<file path="src/rtl/sample_fifo_pkg.sv">
package sample_fifo_pkg;
    // register offsets on the byte register port
    localparam logic [6:0] ADDR_INT_CFG = 7'h0B;
    localparam logic [6:0] ADDR_CTRL_TWO = 7'h11;
    localparam logic [6:0] ADDR_IRQ_ROUTE = 7'h12;
    localparam logic [6:0] ADDR_BUF_CTRL = 7'h14;
    localparam logic [6:0] ADDR_BUF_STATE = 7'h26;
    localparam logic [6:0] ADDR_P_LOW = 7'h28;
    localparam logic [6:0] ADDR_P_MID = 7'h29;
    localparam logic [6:0] ADDR_P_HIGH = 7'h2A;
    localparam logic [6:0] ADDR_T_LOW = 7'h2B;
    localparam logic [6:0] ADDR_T_HIGH = 7'h2C;
    // control_two fields
    localparam int BIT_FIFO_EN = 6;
    localparam int BIT_STOP_WM = 5;
    localparam int BIT_ADDR_INC = 4;
    // interrupt_routing_control fields
    localparam int BIT_DRDY_IE = 2;
    localparam int BIT_OVR_IE = 3;
    localparam int BIT_WM_IE = 4;
    localparam int BIT_FULL_IE = 5;
    // buffer_control fields
    localparam int MODE_HI = 7;
    localparam int MODE_LO = 5;
    localparam int WM_HI = 4;
    localparam int WM_LO = 0;
    // buffer_state fields
    localparam int BIT_WM_FLAG = 7;
    localparam int BIT_OVR_FLAG = 6;
    // reset values
    localparam logic [7:0] RST_INT_CFG = 8'h00;
    localparam logic [7:0] RST_CTRL_TWO = 8'h10;
    localparam logic [7:0] RST_IRQ_ROUTE = 8'h00;
    localparam logic [7:0] RST_BUF_CTRL = 8'h00;
    // buffer_mode_code values
    localparam logic [2:0] MODE_BYPASS = 3'h0;
    localparam logic [2:0] MODE_FIFO = 3'h1;
    localparam logic [2:0] MODE_STREAM = 3'h2;
    localparam logic [2:0] MODE_STR2FIFO = 3'h3;
    localparam logic [2:0] MODE_BYP2STR = 3'h4;
    localparam logic [2:0] MODE_DYN = 3'h6;
    localparam logic [2:0] MODE_BYP2FIFO = 3'h7;
    // sizes
    localparam int DEPTH = 32;
    localparam int SAMPLE_W = 40;
    localparam int TRIM_WORDS = 8;

    typedef enum {BH_BYPASS, BH_FIFO, BH_STREAM, BH_DYN} behav_t;
    typedef enum {LD_LOAD, LD_RUN} load_t;
endpackage : sample_fifo_pkg

</file>
<file path="src/rtl/sensor_sample_fifo.sv">
`timescale 1ns/1ps
`default_nettype none
// Operation
// - buffer holds 32 entries of 40 bits, pressure and temperature together
// - buffer works only with enable set; mode field selects operating mode
// - watermark flag set while unread count is at least the watermark
// - watermark zero forces the watermark flag low
// - overrun flag reads one once a stored entry was overwritten unread
// - six-bit level reports unread entries, zero empty, 32 full
// - bypass keeps buffer empty; newest sample overwrites the single slot
// - writing bypass clears contents; host restarts with FIFO code
// - FIFO mode stores samples and stops accepting once full
// - stop-at-watermark limits depth to watermark plus one
// - stream mode accepts every sample, dropping the oldest when full
// - stream keeps last read entry; next sample raises level 0 to 2
// - overrun overwrites oldest entry and may drive the interrupt pin
// - dynamic stream returns first post-empty sample first, counts only new
// - watermark, overrun and level routable to the interrupt pin
// - code 011 is FIFO while interrupt active, stream otherwise
// - code 100 is stream while interrupt active, bypass otherwise
// - code 111 is FIFO while interrupt active, bypass otherwise
// - pressure is 24-bit two's complement, low byte 28h, high 2Ah
// - data-ready pulses for each new pressure and temperature set
// - trimming values are copied from storage before normal operation
// - read of 28h pops oldest entry; burst wraps 2Ch back to 28h
module sensor_sample_fifo #(
    parameter int DEPTH = sample_fifo_pkg::DEPTH,
    parameter int SAMPLE_W = sample_fifo_pkg::SAMPLE_W,
    parameter int TRIM_WORDS = sample_fifo_pkg::TRIM_WORDS
) (
    input wire logic clk, // 200 MHz clock
    input wire logic arst_n, // async reset, active low
    input wire logic sampleValid, // new sample offered
    input wire logic [SAMPLE_W-1:0] sampleData, // {temp16, press24}
    output logic sampleReady, // sample taken when high with valid
    input wire logic irqActive, // interrupt_active_flag from threshold logic
    input wire logic [6:0] regAddr, // register address
    input wire logic regBurst, // continue at next address of a burst
    input wire logic regWrEn, // write strobe
    input wire logic [7:0] regWrData, // write data
    input wire logic regRdEn, // read strobe
    output logic [7:0] regRdData, // read data, one cycle after strobe
    output logic interruptPin, // interrupt_pin, active high
    output logic dataReady, // one-cycle pulse per new sample
    output logic [$clog2(TRIM_WORDS)-1:0] trimAddr, // trim storage address
    input wire logic [7:0] trimData, // trim storage data, valid in the cycle the address stands
    output logic trimDone, // trim copy complete
    output logic [TRIM_WORDS*8-1:0] trimValues // working trim registers
);
    localparam int AW = $clog2(DEPTH);
    localparam int TW = $clog2(TRIM_WORDS);
    localparam logic [AW:0] FULL_LEVEL = AW'(0) + (AW+1)'(DEPTH);

    function automatic sample_fifo_pkg::behav_t decodeBehav(input logic en, input logic [2:0] m, input logic ia);
        sample_fifo_pkg::behav_t b;
        b = sample_fifo_pkg::BH_BYPASS;
        if (en) begin
            case (m)
                sample_fifo_pkg::MODE_FIFO: b = sample_fifo_pkg::BH_FIFO;
                sample_fifo_pkg::MODE_STREAM: b = sample_fifo_pkg::BH_STREAM;
                sample_fifo_pkg::MODE_DYN: b = sample_fifo_pkg::BH_DYN;
                sample_fifo_pkg::MODE_STR2FIFO: begin
                    b = ia ? sample_fifo_pkg::BH_FIFO : sample_fifo_pkg::BH_STREAM;
                end
                sample_fifo_pkg::MODE_BYP2STR: begin
                    b = ia ? sample_fifo_pkg::BH_STREAM : sample_fifo_pkg::BH_BYPASS;
                end
                sample_fifo_pkg::MODE_BYP2FIFO: begin
                    b = ia ? sample_fifo_pkg::BH_FIFO : sample_fifo_pkg::BH_BYPASS;
                end
                default: b = sample_fifo_pkg::BH_BYPASS;
            endcase
        end
        return b;
    endfunction : decodeBehav

    logic [7:0] intCfg_r, ctrlTwo_r, irqRoute_r, bufCtrl_r;
    logic [SAMPLE_W-1:0] mem [DEPTH];
    logic [AW-1:0] wrPtr_r, rdPtr_r, wrPtr_nxt, rdPtr_nxt;
    logic [AW:0] level_r, level_nxt;
    logic keepLast_r, keepLast_nxt, overrun_r, overrun_nxt;
    logic [SAMPLE_W-1:0] outHold_r, popWord;
    logic [6:0] nextAddr_r, effAddr;
    logic [SAMPLE_W-1:0] skid_r [2];
    logic [1:0] skidCnt_r, skidCnt_nxt;
    logic skidHead_r;
    sample_fifo_pkg::load_t load_r;
    logic [TW:0] trimCnt_r;
    logic trimCap_r;
    logic [TW-1:0] trimCapAddr_r;
    sample_fifo_pkg::behav_t behav;
    logic [AW:0] depthLimit;
    logic wmFlag, full, drainReady, push, pop, rdStrobe, wrStrobe, skidIn;

    assign rdStrobe = regRdEn && !regWrEn;
    assign wrStrobe = regWrEn;
    assign effAddr = (regBurst && ctrlTwo_r[sample_fifo_pkg::BIT_ADDR_INC]) ? nextAddr_r : regAddr;
    assign behav = decodeBehav(ctrlTwo_r[sample_fifo_pkg::BIT_FIFO_EN],
                               bufCtrl_r[sample_fifo_pkg::MODE_HI:sample_fifo_pkg::MODE_LO],
                               irqActive);
    assign depthLimit = ctrlTwo_r[sample_fifo_pkg::BIT_STOP_WM]
                      ? {1'b0, bufCtrl_r[sample_fifo_pkg::WM_HI:sample_fifo_pkg::WM_LO]} + (AW+1)'(1)
                      : FULL_LEVEL;
    assign full = level_r >= depthLimit;
    assign wmFlag = (bufCtrl_r[sample_fifo_pkg::WM_HI:sample_fifo_pkg::WM_LO] != 5'h00)
                  && (level_r >= {1'b0, bufCtrl_r[sample_fifo_pkg::WM_HI:sample_fifo_pkg::WM_LO]});
    assign pop = rdStrobe && effAddr == sample_fifo_pkg::ADDR_P_LOW
              && behav != sample_fifo_pkg::BH_BYPASS && level_r != '0;
    // a full FIFO stalls the skid buffer, and through it the sample source
    assign drainReady = load_r == sample_fifo_pkg::LD_RUN
                     && !(behav == sample_fifo_pkg::BH_FIFO && full && !pop);
    assign push = skidCnt_r != 2'h0 && drainReady;
    assign skidIn = sampleValid && sampleReady;
    assign popWord = (behav == sample_fifo_pkg::BH_BYPASS) ? mem[0] : (level_r != '0 ? mem[rdPtr_r] : outHold_r);

    // two-entry skid buffer between the sample source and the buffer
    always_comb begin
        skidCnt_nxt = skidCnt_r + 2'(skidIn) - 2'(push);
    end

    always_ff @(posedge clk or negedge arst_n) begin
        if (!arst_n) begin
            skidCnt_r <= 2'h0;
            skidHead_r <= 1'b0;
            sampleReady <= 1'b0;
        end else begin
            skidCnt_r <= skidCnt_nxt;
            if (push) begin
                skidHead_r <= ~skidHead_r;
            end
            sampleReady <= skidCnt_nxt != 2'h2;
        end
    end

    always_ff @(posedge clk) begin
        if (skidIn) begin
            // with one word held the new one goes behind it, even while the head drains
            skid_r[skidHead_r ^ (skidCnt_r == 2'h1)] <= sampleData;
        end
    end

    // pointer, level and flag updates
    always_comb begin
        wrPtr_nxt = wrPtr_r;
        rdPtr_nxt = rdPtr_r;
        level_nxt = level_r;
        keepLast_nxt = keepLast_r;
        overrun_nxt = overrun_r;
        if (behav == sample_fifo_pkg::BH_BYPASS) begin
            wrPtr_nxt = '0;
            rdPtr_nxt = '0;
            level_nxt = '0;
            keepLast_nxt = 1'b0;
            overrun_nxt = 1'b0;
        end else begin
            if (pop) begin
                rdPtr_nxt = rdPtr_r + AW'(1);
                level_nxt = level_r - (AW+1)'(1);
                overrun_nxt = 1'b0;
                // stream keeps the entry just read, dynamic stream does not
                keepLast_nxt = level_r == (AW+1)'(1) && behav == sample_fifo_pkg::BH_STREAM;
            end
            if (push) begin
                wrPtr_nxt = wrPtr_r + AW'(1);
                // dynamic stream counts only new samples, so a kept entry is ignored there
                if (keepLast_nxt && behav == sample_fifo_pkg::BH_STREAM) begin
                    rdPtr_nxt = rdPtr_nxt - AW'(1);
                    level_nxt = (AW+1)'(2);
                    keepLast_nxt = 1'b0;
                end else if (level_nxt >= depthLimit) begin
                    rdPtr_nxt = rdPtr_nxt + AW'(1);
                    overrun_nxt = 1'b1;
                end else begin
                    level_nxt = level_nxt + (AW+1)'(1);
                    keepLast_nxt = 1'b0;
                end
            end
        end
    end

    always_ff @(posedge clk or negedge arst_n) begin
        if (!arst_n) begin
            wrPtr_r <= '0;
            rdPtr_r <= '0;
            level_r <= '0;
            keepLast_r <= 1'b0;
            overrun_r <= 1'b0;
        end else begin
            wrPtr_r <= wrPtr_nxt;
            rdPtr_r <= rdPtr_nxt;
            level_r <= level_nxt;
            keepLast_r <= keepLast_nxt;
            overrun_r <= overrun_nxt;
        end
    end

    always_ff @(posedge clk) begin
        if (push) begin
            mem[behav == sample_fifo_pkg::BH_BYPASS ? AW'(0) : wrPtr_r] <= skid_r[skidHead_r];
        end
    end

    always_ff @(posedge clk or negedge arst_n) begin
        if (!arst_n) begin
            dataReady <= 1'b0;
        end else begin
            dataReady <= push;
        end
    end

    // register writes
    always_ff @(posedge clk or negedge arst_n) begin
        if (!arst_n) begin
            intCfg_r <= sample_fifo_pkg::RST_INT_CFG;
            ctrlTwo_r <= sample_fifo_pkg::RST_CTRL_TWO;
            irqRoute_r <= sample_fifo_pkg::RST_IRQ_ROUTE;
            bufCtrl_r <= sample_fifo_pkg::RST_BUF_CTRL;
        end else if (wrStrobe) begin
            case (effAddr)
                sample_fifo_pkg::ADDR_INT_CFG: intCfg_r <= regWrData;
                sample_fifo_pkg::ADDR_CTRL_TWO: ctrlTwo_r <= regWrData;
                sample_fifo_pkg::ADDR_IRQ_ROUTE: irqRoute_r <= regWrData;
                sample_fifo_pkg::ADDR_BUF_CTRL: bufCtrl_r <= regWrData;
                default: ;
            endcase
        end
    end

    // register reads and burst address
    always_ff @(posedge clk or negedge arst_n) begin
        if (!arst_n) begin
            regRdData <= 8'h00;
            outHold_r <= '0;
            nextAddr_r <= 7'h00;
        end else begin
            if (rdStrobe || wrStrobe) begin
                nextAddr_r <= (effAddr == sample_fifo_pkg::ADDR_T_HIGH) ? sample_fifo_pkg::ADDR_P_LOW
                            : effAddr + 7'h01;
            end
            if (rdStrobe) begin
                case (effAddr)
                    sample_fifo_pkg::ADDR_INT_CFG: regRdData <= intCfg_r;
                    sample_fifo_pkg::ADDR_CTRL_TWO: regRdData <= ctrlTwo_r;
                    sample_fifo_pkg::ADDR_IRQ_ROUTE: regRdData <= irqRoute_r;
                    sample_fifo_pkg::ADDR_BUF_CTRL: regRdData <= bufCtrl_r;
                    sample_fifo_pkg::ADDR_BUF_STATE: regRdData <= {wmFlag, overrun_r, level_r};
                    sample_fifo_pkg::ADDR_P_LOW: begin
                        outHold_r <= popWord;
                        regRdData <= popWord[7:0];
                    end
                    sample_fifo_pkg::ADDR_P_MID: regRdData <= outHold_r[15:8];
                    sample_fifo_pkg::ADDR_P_HIGH: regRdData <= outHold_r[23:16];
                    sample_fifo_pkg::ADDR_T_LOW: regRdData <= outHold_r[31:24];
                    sample_fifo_pkg::ADDR_T_HIGH: regRdData <= outHold_r[39:32];
                    default: regRdData <= 8'h00;
                endcase
            end
        end
    end

    always_ff @(posedge clk or negedge arst_n) begin
        if (!arst_n) begin
            interruptPin <= 1'b0;
        end else begin
            interruptPin <= (irqRoute_r[sample_fifo_pkg::BIT_OVR_IE] && overrun_r)
                         || (irqRoute_r[sample_fifo_pkg::BIT_WM_IE] && wmFlag)
                         || (irqRoute_r[sample_fifo_pkg::BIT_FULL_IE] && level_r == FULL_LEVEL)
                         || (irqRoute_r[sample_fifo_pkg::BIT_DRDY_IE] && dataReady);
        end
    end

    // trim copy after reset; storage answers within the cycle in which the address stands
    always_ff @(posedge clk or negedge arst_n) begin
        if (!arst_n) begin
            load_r <= sample_fifo_pkg::LD_LOAD;
            trimCnt_r <= '0;
            trimAddr <= '0;
            trimCap_r <= 1'b0;
            trimCapAddr_r <= '0;
            trimDone <= 1'b0;
            trimValues <= '0;
        end else begin
            trimCap_r <= 1'b0;
            case (load_r)
                sample_fifo_pkg::LD_LOAD: begin
                    if (trimCnt_r < (TW+1)'(TRIM_WORDS)) begin
                        trimAddr <= trimCnt_r[TW-1:0];
                        trimCapAddr_r <= trimCnt_r[TW-1:0];
                        trimCap_r <= 1'b1;
                        trimCnt_r <= trimCnt_r + (TW+1)'(1);
                    end else if (!trimCap_r) begin
                        load_r <= sample_fifo_pkg::LD_RUN;
                        trimDone <= 1'b1;
                    end
                end
                sample_fifo_pkg::LD_RUN: trimDone <= 1'b1;
                default: load_r <= sample_fifo_pkg::LD_LOAD;
            endcase
            if (trimCap_r) begin
                trimValues[trimCapAddr_r*8 +: 8] <= trimData;
            end
        end
    end
endmodule : sensor_sample_fifo
`default_nettype wire

</file>
<file path="config.mk">
export PLATFORM = sky130hd
export DESIGN_NAME = sensor_sample_fifo
export DESIGN_NICKNAME = d
export VERILOG_FILES = /design/src/rtl/sample_fifo_pkg.sv /design/src/rtl/sensor_sample_fifo.sv
export SDC_FILE = /design/constraint.sdc
export NUM_CORES = 1
export LEC_CHECK = 0
export BUFFER_PORTS_ARGS = -buffer_cell sky130_fd_sc_hd__buf_2
export CORE_ASPECT_RATIO = 1.1
export CORE_UTILIZATION = 28
export DETAILED_ROUTE_END_ITERATION = 12
export SYNTH_ARGS = -nofsm -noshare
export SYNTH_HDL_FRONTEND = slang
export SYNTH_SLANG_ARGS = --single-unit
</file>
<file path="constraint.sdc">
create_clock -name clk -period 6.8 [get_ports clk]
set_input_delay 0.68 -clock clk [delete_from_list [all_inputs] [get_ports clk]]
set_output_delay 0.68 -clock clk [all_outputs]
set_load 0.005 [all_outputs]
</file>
Word-level counts from Yosys, hierarchy flattened. Memory sizes are Yosys's and may differ from the RTL's. Cells that the tools add are included.

Input port bits: 70. Bits in writable memories: 1360. Logic and storage cells: 165. Flip-flop bits (word level): 216. Memories kept: 2. Output and inout port bits: 79.

Mux-type cells: 50. $add $sub $neg: 12. Magnitude comparators: 4. Equal/unequal tests: 26. Reduce and logical (&&, ||, !) cells: 42. Bitwise operators: 3. Shift operators: 2.

Memories: mem (words 32, bits a word 40, read ports 2, clocked after memory_dff 0, write ports 1, RTL line sensor_sample_fifo.sv:78) `logic [SAMPLE_W-1:0] mem [DEPTH];`; skid_r (words 2, bits a word 40, read ports 1, clocked after memory_dff 0, write ports 1, RTL line sensor_sample_fifo.sv:84) `logic [SAMPLE_W-1:0] skid_r [2];`.

Operators by type and width (number): $mux W32 (3); $mux W40 (2); $pmux W8 S10 (1); $bwmux W64 (1); $eq A32 B2 Y1 const B (2); $logic_not A32 Y1 (2); $pmux W32 S2 (1); $shift A8 B34 Y64 const A (1); $shiftx A8 B34 Y64 (1); $mux W5 (9); $eq A7 B6 Y1 const B (6); $mux W6 (7); $neg A6 Y34 (1); $eq A32 B1 Y1 const B (1); $eq A32 B3 Y1 const B (1); $reduce_bool A32 Y1 (1); $eq A7 B5 Y1 const B (3); $mux W1 (20); $logic_and A1 B1 Y1 (17); $add A5 B1 Y5 const B (3); $mux W7 (2); $ge A6 B6 Y1 (2); $pmux W2 S6 (1); $reduce_and A2 Y1 (6); 28 further kinds (45).

Logic depth before layout (Yosys ltp).
Depth in word-level cells: 13. Depth in mapped cells: 20. Mapped depth without buffers: 18.

Least setup slack after synthesis. OpenSTA, ideal clock, no wires.

Kind: input-to-reg. Start: input regBurst. End: memory mem[29][0] (enable). Required time: 6.362 ns. Cell stages on the path: 13. Library setup time: 0.438 ns. Arrival time: 5.291 ns. Buffers on the path: 3. Path slack: 1.071 ns. Path through: nand2_2 > clkbuf_1 > mux2i_1 > ha_1 > inv_1 > or2_1 > or4b_1 > buf_6 > o211a_4 > nor2_1 > buf_4 > nand4b_4 > nor2_1.

Longest elaborated chain between the ends: 13.

Ends and longest elaborated chain: start, declared (RTL line sensor_sample_fifo.sv:38) `input wire logic regBurst,`; $logic_and A1 B1 Y1 (RTL line sensor_sample_fifo.sv:97) `assign effAddr = (regBurst && ctrlTwo_r[sample_fifo_pkg::BIT_ADDR_INC]) ? nextAddr_r : regAddr;`; $mux W7 (RTL line sensor_sample_fifo.sv:97); $eq A7 B6 Y1 (RTL line sensor_sample_fifo.sv:107) `assign pop = rdStrobe && effAddr == sample_fifo_pkg::ADDR_P_LOW`; $logic_and A1 B1 Y1 (RTL line sensor_sample_fifo.sv:107); $logic_and A1 B1 Y1 (2 in a row) (RTL line sensor_sample_fifo.sv:108) `&& behav != sample_fifo_pkg::BH_BYPASS && level_r != '0;`; $logic_not A1 Y1 (RTL line sensor_sample_fifo.sv:111) `&& !(behav == sample_fifo_pkg::BH_FIFO && full && !pop);`; $logic_and A1 B1 Y1 (RTL line sensor_sample_fifo.sv:111); $logic_not A1 Y1 (RTL line sensor_sample_fifo.sv:111); $logic_and A1 B1 Y1 (RTL line sensor_sample_fifo.sv:111); $logic_and A1 B1 Y1 (RTL line sensor_sample_fifo.sv:112) `assign push = skidCnt_r != 2'h0 && drainReady;`; net push (RTL line sensor_sample_fifo.sv:93) `logic wmFlag, full, drainReady, push, pop, rdStrobe, wrStrobe, skidIn;`; $mux W1 (RTL line sensor_sample_fifo.sv:198) `if (push) begin`; $mux W1 (RTL line sensor_sample_fifo.sv:199) `mem[behav == sample_fifo_pkg::BH_BYPASS ? AW'(0) : wrPtr_r] <= skid_r[skidHead_r];`; end, declared (RTL line sensor_sample_fifo.sv:78).

The timed path passes the listed nets, and every way through them passes these cells.

Worst setup path after layout.
Start: register ctrlTwo_r[4]. End: memory mem[8][12] (enable).

Longest elaborated chain between the ends: 13.

Ends and longest elaborated chain: start, declared (RTL line sensor_sample_fifo.sv:77) `logic [7:0] intCfg_r, ctrlTwo_r, irqRoute_r, bufCtrl_r;`; start signal, assigned (RTL line sensor_sample_fifo.sv:215) `ctrlTwo_r <= sample_fifo_pkg::RST_CTRL_TWO;`; start signal, assigned (RTL line sensor_sample_fifo.sv:221) `sample_fifo_pkg::ADDR_CTRL_TWO: ctrlTwo_r <= regWrData;`; $logic_and A1 B1 Y1 (RTL line sensor_sample_fifo.sv:97); $mux W7 (RTL line sensor_sample_fifo.sv:97); $eq A7 B6 Y1 (RTL line sensor_sample_fifo.sv:107); $logic_and A1 B1 Y1 (RTL line sensor_sample_fifo.sv:107); $logic_and A1 B1 Y1 (2 in a row) (RTL line sensor_sample_fifo.sv:108); $logic_not A1 Y1 (RTL line sensor_sample_fifo.sv:111); $logic_and A1 B1 Y1 (RTL line sensor_sample_fifo.sv:111); $logic_not A1 Y1 (RTL line sensor_sample_fifo.sv:111); $logic_and A1 B1 Y1 (RTL line sensor_sample_fifo.sv:111); $logic_and A1 B1 Y1 (RTL line sensor_sample_fifo.sv:112); $mux W1 (RTL line sensor_sample_fifo.sv:198); $mux W1 (RTL line sensor_sample_fifo.sv:199).

Every way passes these cells.

==> flow_summary.ini <==
[clock_tree]
hold_buffers = 0
cts_resized = 0
ctsLongestPathBuffers = 3
cts_max_level = 4
clk_pin_slew_ns = 0.06
clk_latency_ns = 0.80
clkSinkCount = 1545
cts_buffers = 163
cts_tree = done
cts_setup_buffers = 0
clock-root-buffer = clkbuf_16

[synth]
synth-edff-count = 1360
ys_types = 76
ys_async_sr_fraction_pct = 12.0
synth.avg_cell_area_um2 = 20.6
synth_warnings = 0
synth_nets = 3072
ys_ff_latch = 1545
syn_area_um2 = 61000
syn_inst = 2967
synth-main-ff-cell = edfxtp_1
yosysSeqAreaShare_pct = 74.6

[die]
coreArea_um2 = 216000
initial_core_util_pct = 28.2
rows = 179
dieArea_um2 = 220000
die_w_um = 447
ios = 149
fp.dieH_um = 491

[routing]
avgViaCountPerCell = 4.82
drt_iter0_markers = 3036
totalWireLength_mm = 154
vias = 30000
avgRoutedWirePerCell_um = 24.7
drc = 0
ant_nets = 0
drtPass1Iterations = 5

[global_routing]
grt_pass1_wl_mm = 223
antenna_found_initial = 15
gr-total-overflow = 0
grt_max_degree = 120
grt_usage_pct = 13.9
grt_pass1_vias = 30900

[power_and_ir_drop]
power_density_nw_per_um2 = 330
peakVddDrop_mv = 0.228
p_int_mw = 17.2
switching_share_pct = 26.3
combPwrFrac_pct = 12.1
p_switching_mw = 6.16
p_leak_nw = 22.3
p_clk_share_pct = 35.9
seqPwrFrac_pct = 52.0

[flow_run]
cap_violations = 0

[placed_design]
port_buffers = 148
gp_congestion = 0.805
post-place-ws_ns = 0.970
place_area_um2 = 65900
hpwlAfterDp_mm = 93.7

[critical_path]
path_delay_family = simple AND/OR/NAND/NOR gates
crit_type = flip-flop to flip-flop
worst-path-buf-inv = 3
critical_path.slowest_cell = nor2_4
endpoint_kind = flip-flop
critPathMaxStageDelay_ns = 0.82
arrival_ns = 6.05
cp_cell_sequence = nand2_2 -> mux2i_1 -> ha_1 -> inv_1 -> or2_1 -> or4b_1 -> o211a_4 -> nor2_1 -> buf_4 -> nand2_1 -> nor2_4 -> buf_12
cp_data_required_time_ns = 7.26
crit_path_max_fanout = 22
cp-start-kind = flip-flop

[sta]
min_period_ns = 5.58
rsz0062_at_grt = no
max_slew_margin_pct = 22.8
finalWorstSetupSlack_ns = 1.22
finalCritPeriodShare_pct = 82.1
tightest_slew_ns = 1.15
finalHoldViolCount = 0
drv_slew = 0
skew_ns = 0.0446
fin_tns_setup_ns = 0
max_freq_ghz = 0.179
finalSetupViolCount = 0

[min_path]
hp-class = input pin to flip-flop

[finish]
finalNetCount = 3310
final_cell_area_um2 = 70900
area.growth.synth_to_final_pct = 16.3
drive_above_1_share_pct = 30.6

[run_status]
status = finished, final reports clean
## worst reg2reg max path: stages, from the launching register on
cell	delay, ns
dfstp_2	0.63
nand2_2	0.25
mux2i_1	0.42
ha_1	0.29
inv_1	0.11
or2_1	0.28
or4b_1	0.76
o211a_4	0.39
nor2_1	0.15
buf_4	0.29
nand2_1	0.56
nor2_4	0.82
buf_12	0.30
## power groups by stage
stage	Combinational (mW)	Clock (mW)	Sequential, mW
finish	2.82	8.40	12.2
CTS	2.93	8.56	12.2
floorplan	1.46	0	12.2
global placement	2.86	0	12.3
global route	3.09	8.91	12.2
detailed placement	2.93	0	12.4
## sequential cells by signal, indices dropped and copies added, names as in the netlist, 2 cells and up
name,cells
trimValues,64
wrPtr_r,5
ctrlTwo_r,8
skidCnt_r,2
rdPtr_r,5
mem,1280
trimCnt_r,4
outHold_r,40
skid_r,80
intCfg_r,8
regRdData,8
trimCapAddr_r,3
irqRoute_r,8
nextAddr_r,7
level_r,6
bufCtrl_r,8
## area by class of cell
type / count / area, um^2
fillers: 20400 / 145000
well taps: 2896 / 3620
multi-input cells: 1233 / 15000
repair buffers: 221 / 1570
flip-flops and latches: 1545 / 45500
clock inverters: 86 / 731
inverters: 41 / 154
diodes: 7 / 17.5
clock buffers: 207 / 4300
## routing by layer
metal,wire (um),GRT usage (%),up-vias
li1,-,-,12700
met1,64700,18.5,16000
met2,74600,22.7,1040
met3,10800,3.39,213
met4,3570,3.85,18
met5,124,0,-
## synthesized netlist by cell type (all sizes together), types with 19 or more instances
library cell  count  area, um^2
edfxtp         1360       40800
mux4            399        8990
dfrtp           184        4600
nor2            144         543
mux2            112        1260
clkbuf          102         383
nand2           102         385
a21oi            88         440
buf              46         225
mux2i            46         473
o21ai            45         225
nand3            44         220
inv              41         154
ha               35         438
xnor2            19         166
## per-stage QoR
stage | hold slack, ns | instances | power, mW | util, %
3_3_place_gp | 0.451 | 5936 | 15.2 | 30.4
5_1_grt | 0.0261 | 6229 | 24.2 | 32.8
4_1_cts | 0.00964 | 6229 | 23.6 | 32.8
6_report | 0.0694 | 6236 | 23.4 | 32.8
2_1_floorplan | 0.384 | 2967 | 13.7 | -
3_5_place_dp | 0.457 | 5936 | 15.3 | 30.4
## placed cells by master, fill, tap and decap left out, drive strengths merged, types with 7 or more instances in the layout
cell type / synthesis / final
edfxtp: 1360 / 1360
a21oi: 88 / 88
dfrtp: 184 / 184
diode: 0 / 7
nand2b: 8 / 8
xnor2: 19 / 19
nor3b: 7 / 7
a32oi: 7 / 7
mux4: 399 / 399
nand2: 102 / 102
a221oi: 10 / 10
buf: 46 / 220
xor2: 11 / 11
inv: 41 / 50
clkbuf: 102 / 208
o21ai: 45 / 45
clkinv: 0 / 72
nor2b: 8 / 8
nor3: 16 / 16
mux2: 112 / 112
a22oi: 12 / 12
a222oi: 13 / 13
mux2i: 46 / 46
a41o: 7 / 7
nor2: 144 / 144
a31oi: 7 / 7
o22ai: 7 / 7
nand3: 44 / 44
ha: 35 / 35
## logic make-up (layout without fill, tap and decap cells)
group / count (synthesis) / count (layout) / share of synthesized area, %
other: 0 / 7 / 0
buffers and inverters: 189 / 555 / 1.25
adder cells (fa/ha/maj): 35 / 35 / 0.718
multiplexers: 557 / 557 / 17.6
flip-flops: 1545 / 1545 / 74.6
AO/OA/AOI/OAI: 234 / 234 / 2.49
XOR/XNOR: 30 / 30 / 0.431
AND/OR/NAND/NOR: 377 / 377 / 2.98
## path summary, 6_finish.rpt
| path | start | end | slack (ns) | cells past startpoint |
|---|---|---|---|---|
| min in group asynchronous | arst_n | trimValues[42] | 0.08 | 1 |
| setup reg to reg | ctrlTwo_r[4] | mem[8][12] | 1.22 | 12 |
| setup / recovery | ctrlTwo_r[4] | mem[8][12] | 1.22 | 12 |
| max in group asynchronous | arst_n | nextAddr_r[0] | 5.24 | 2 |
| hold / removal | sampleData[34] | skid_r[0][34] | 0.07 | 1 |
| hold reg to reg | trimDone | trimDone | 0.47 | 1 |
Power figures use the tool's default switching activity.
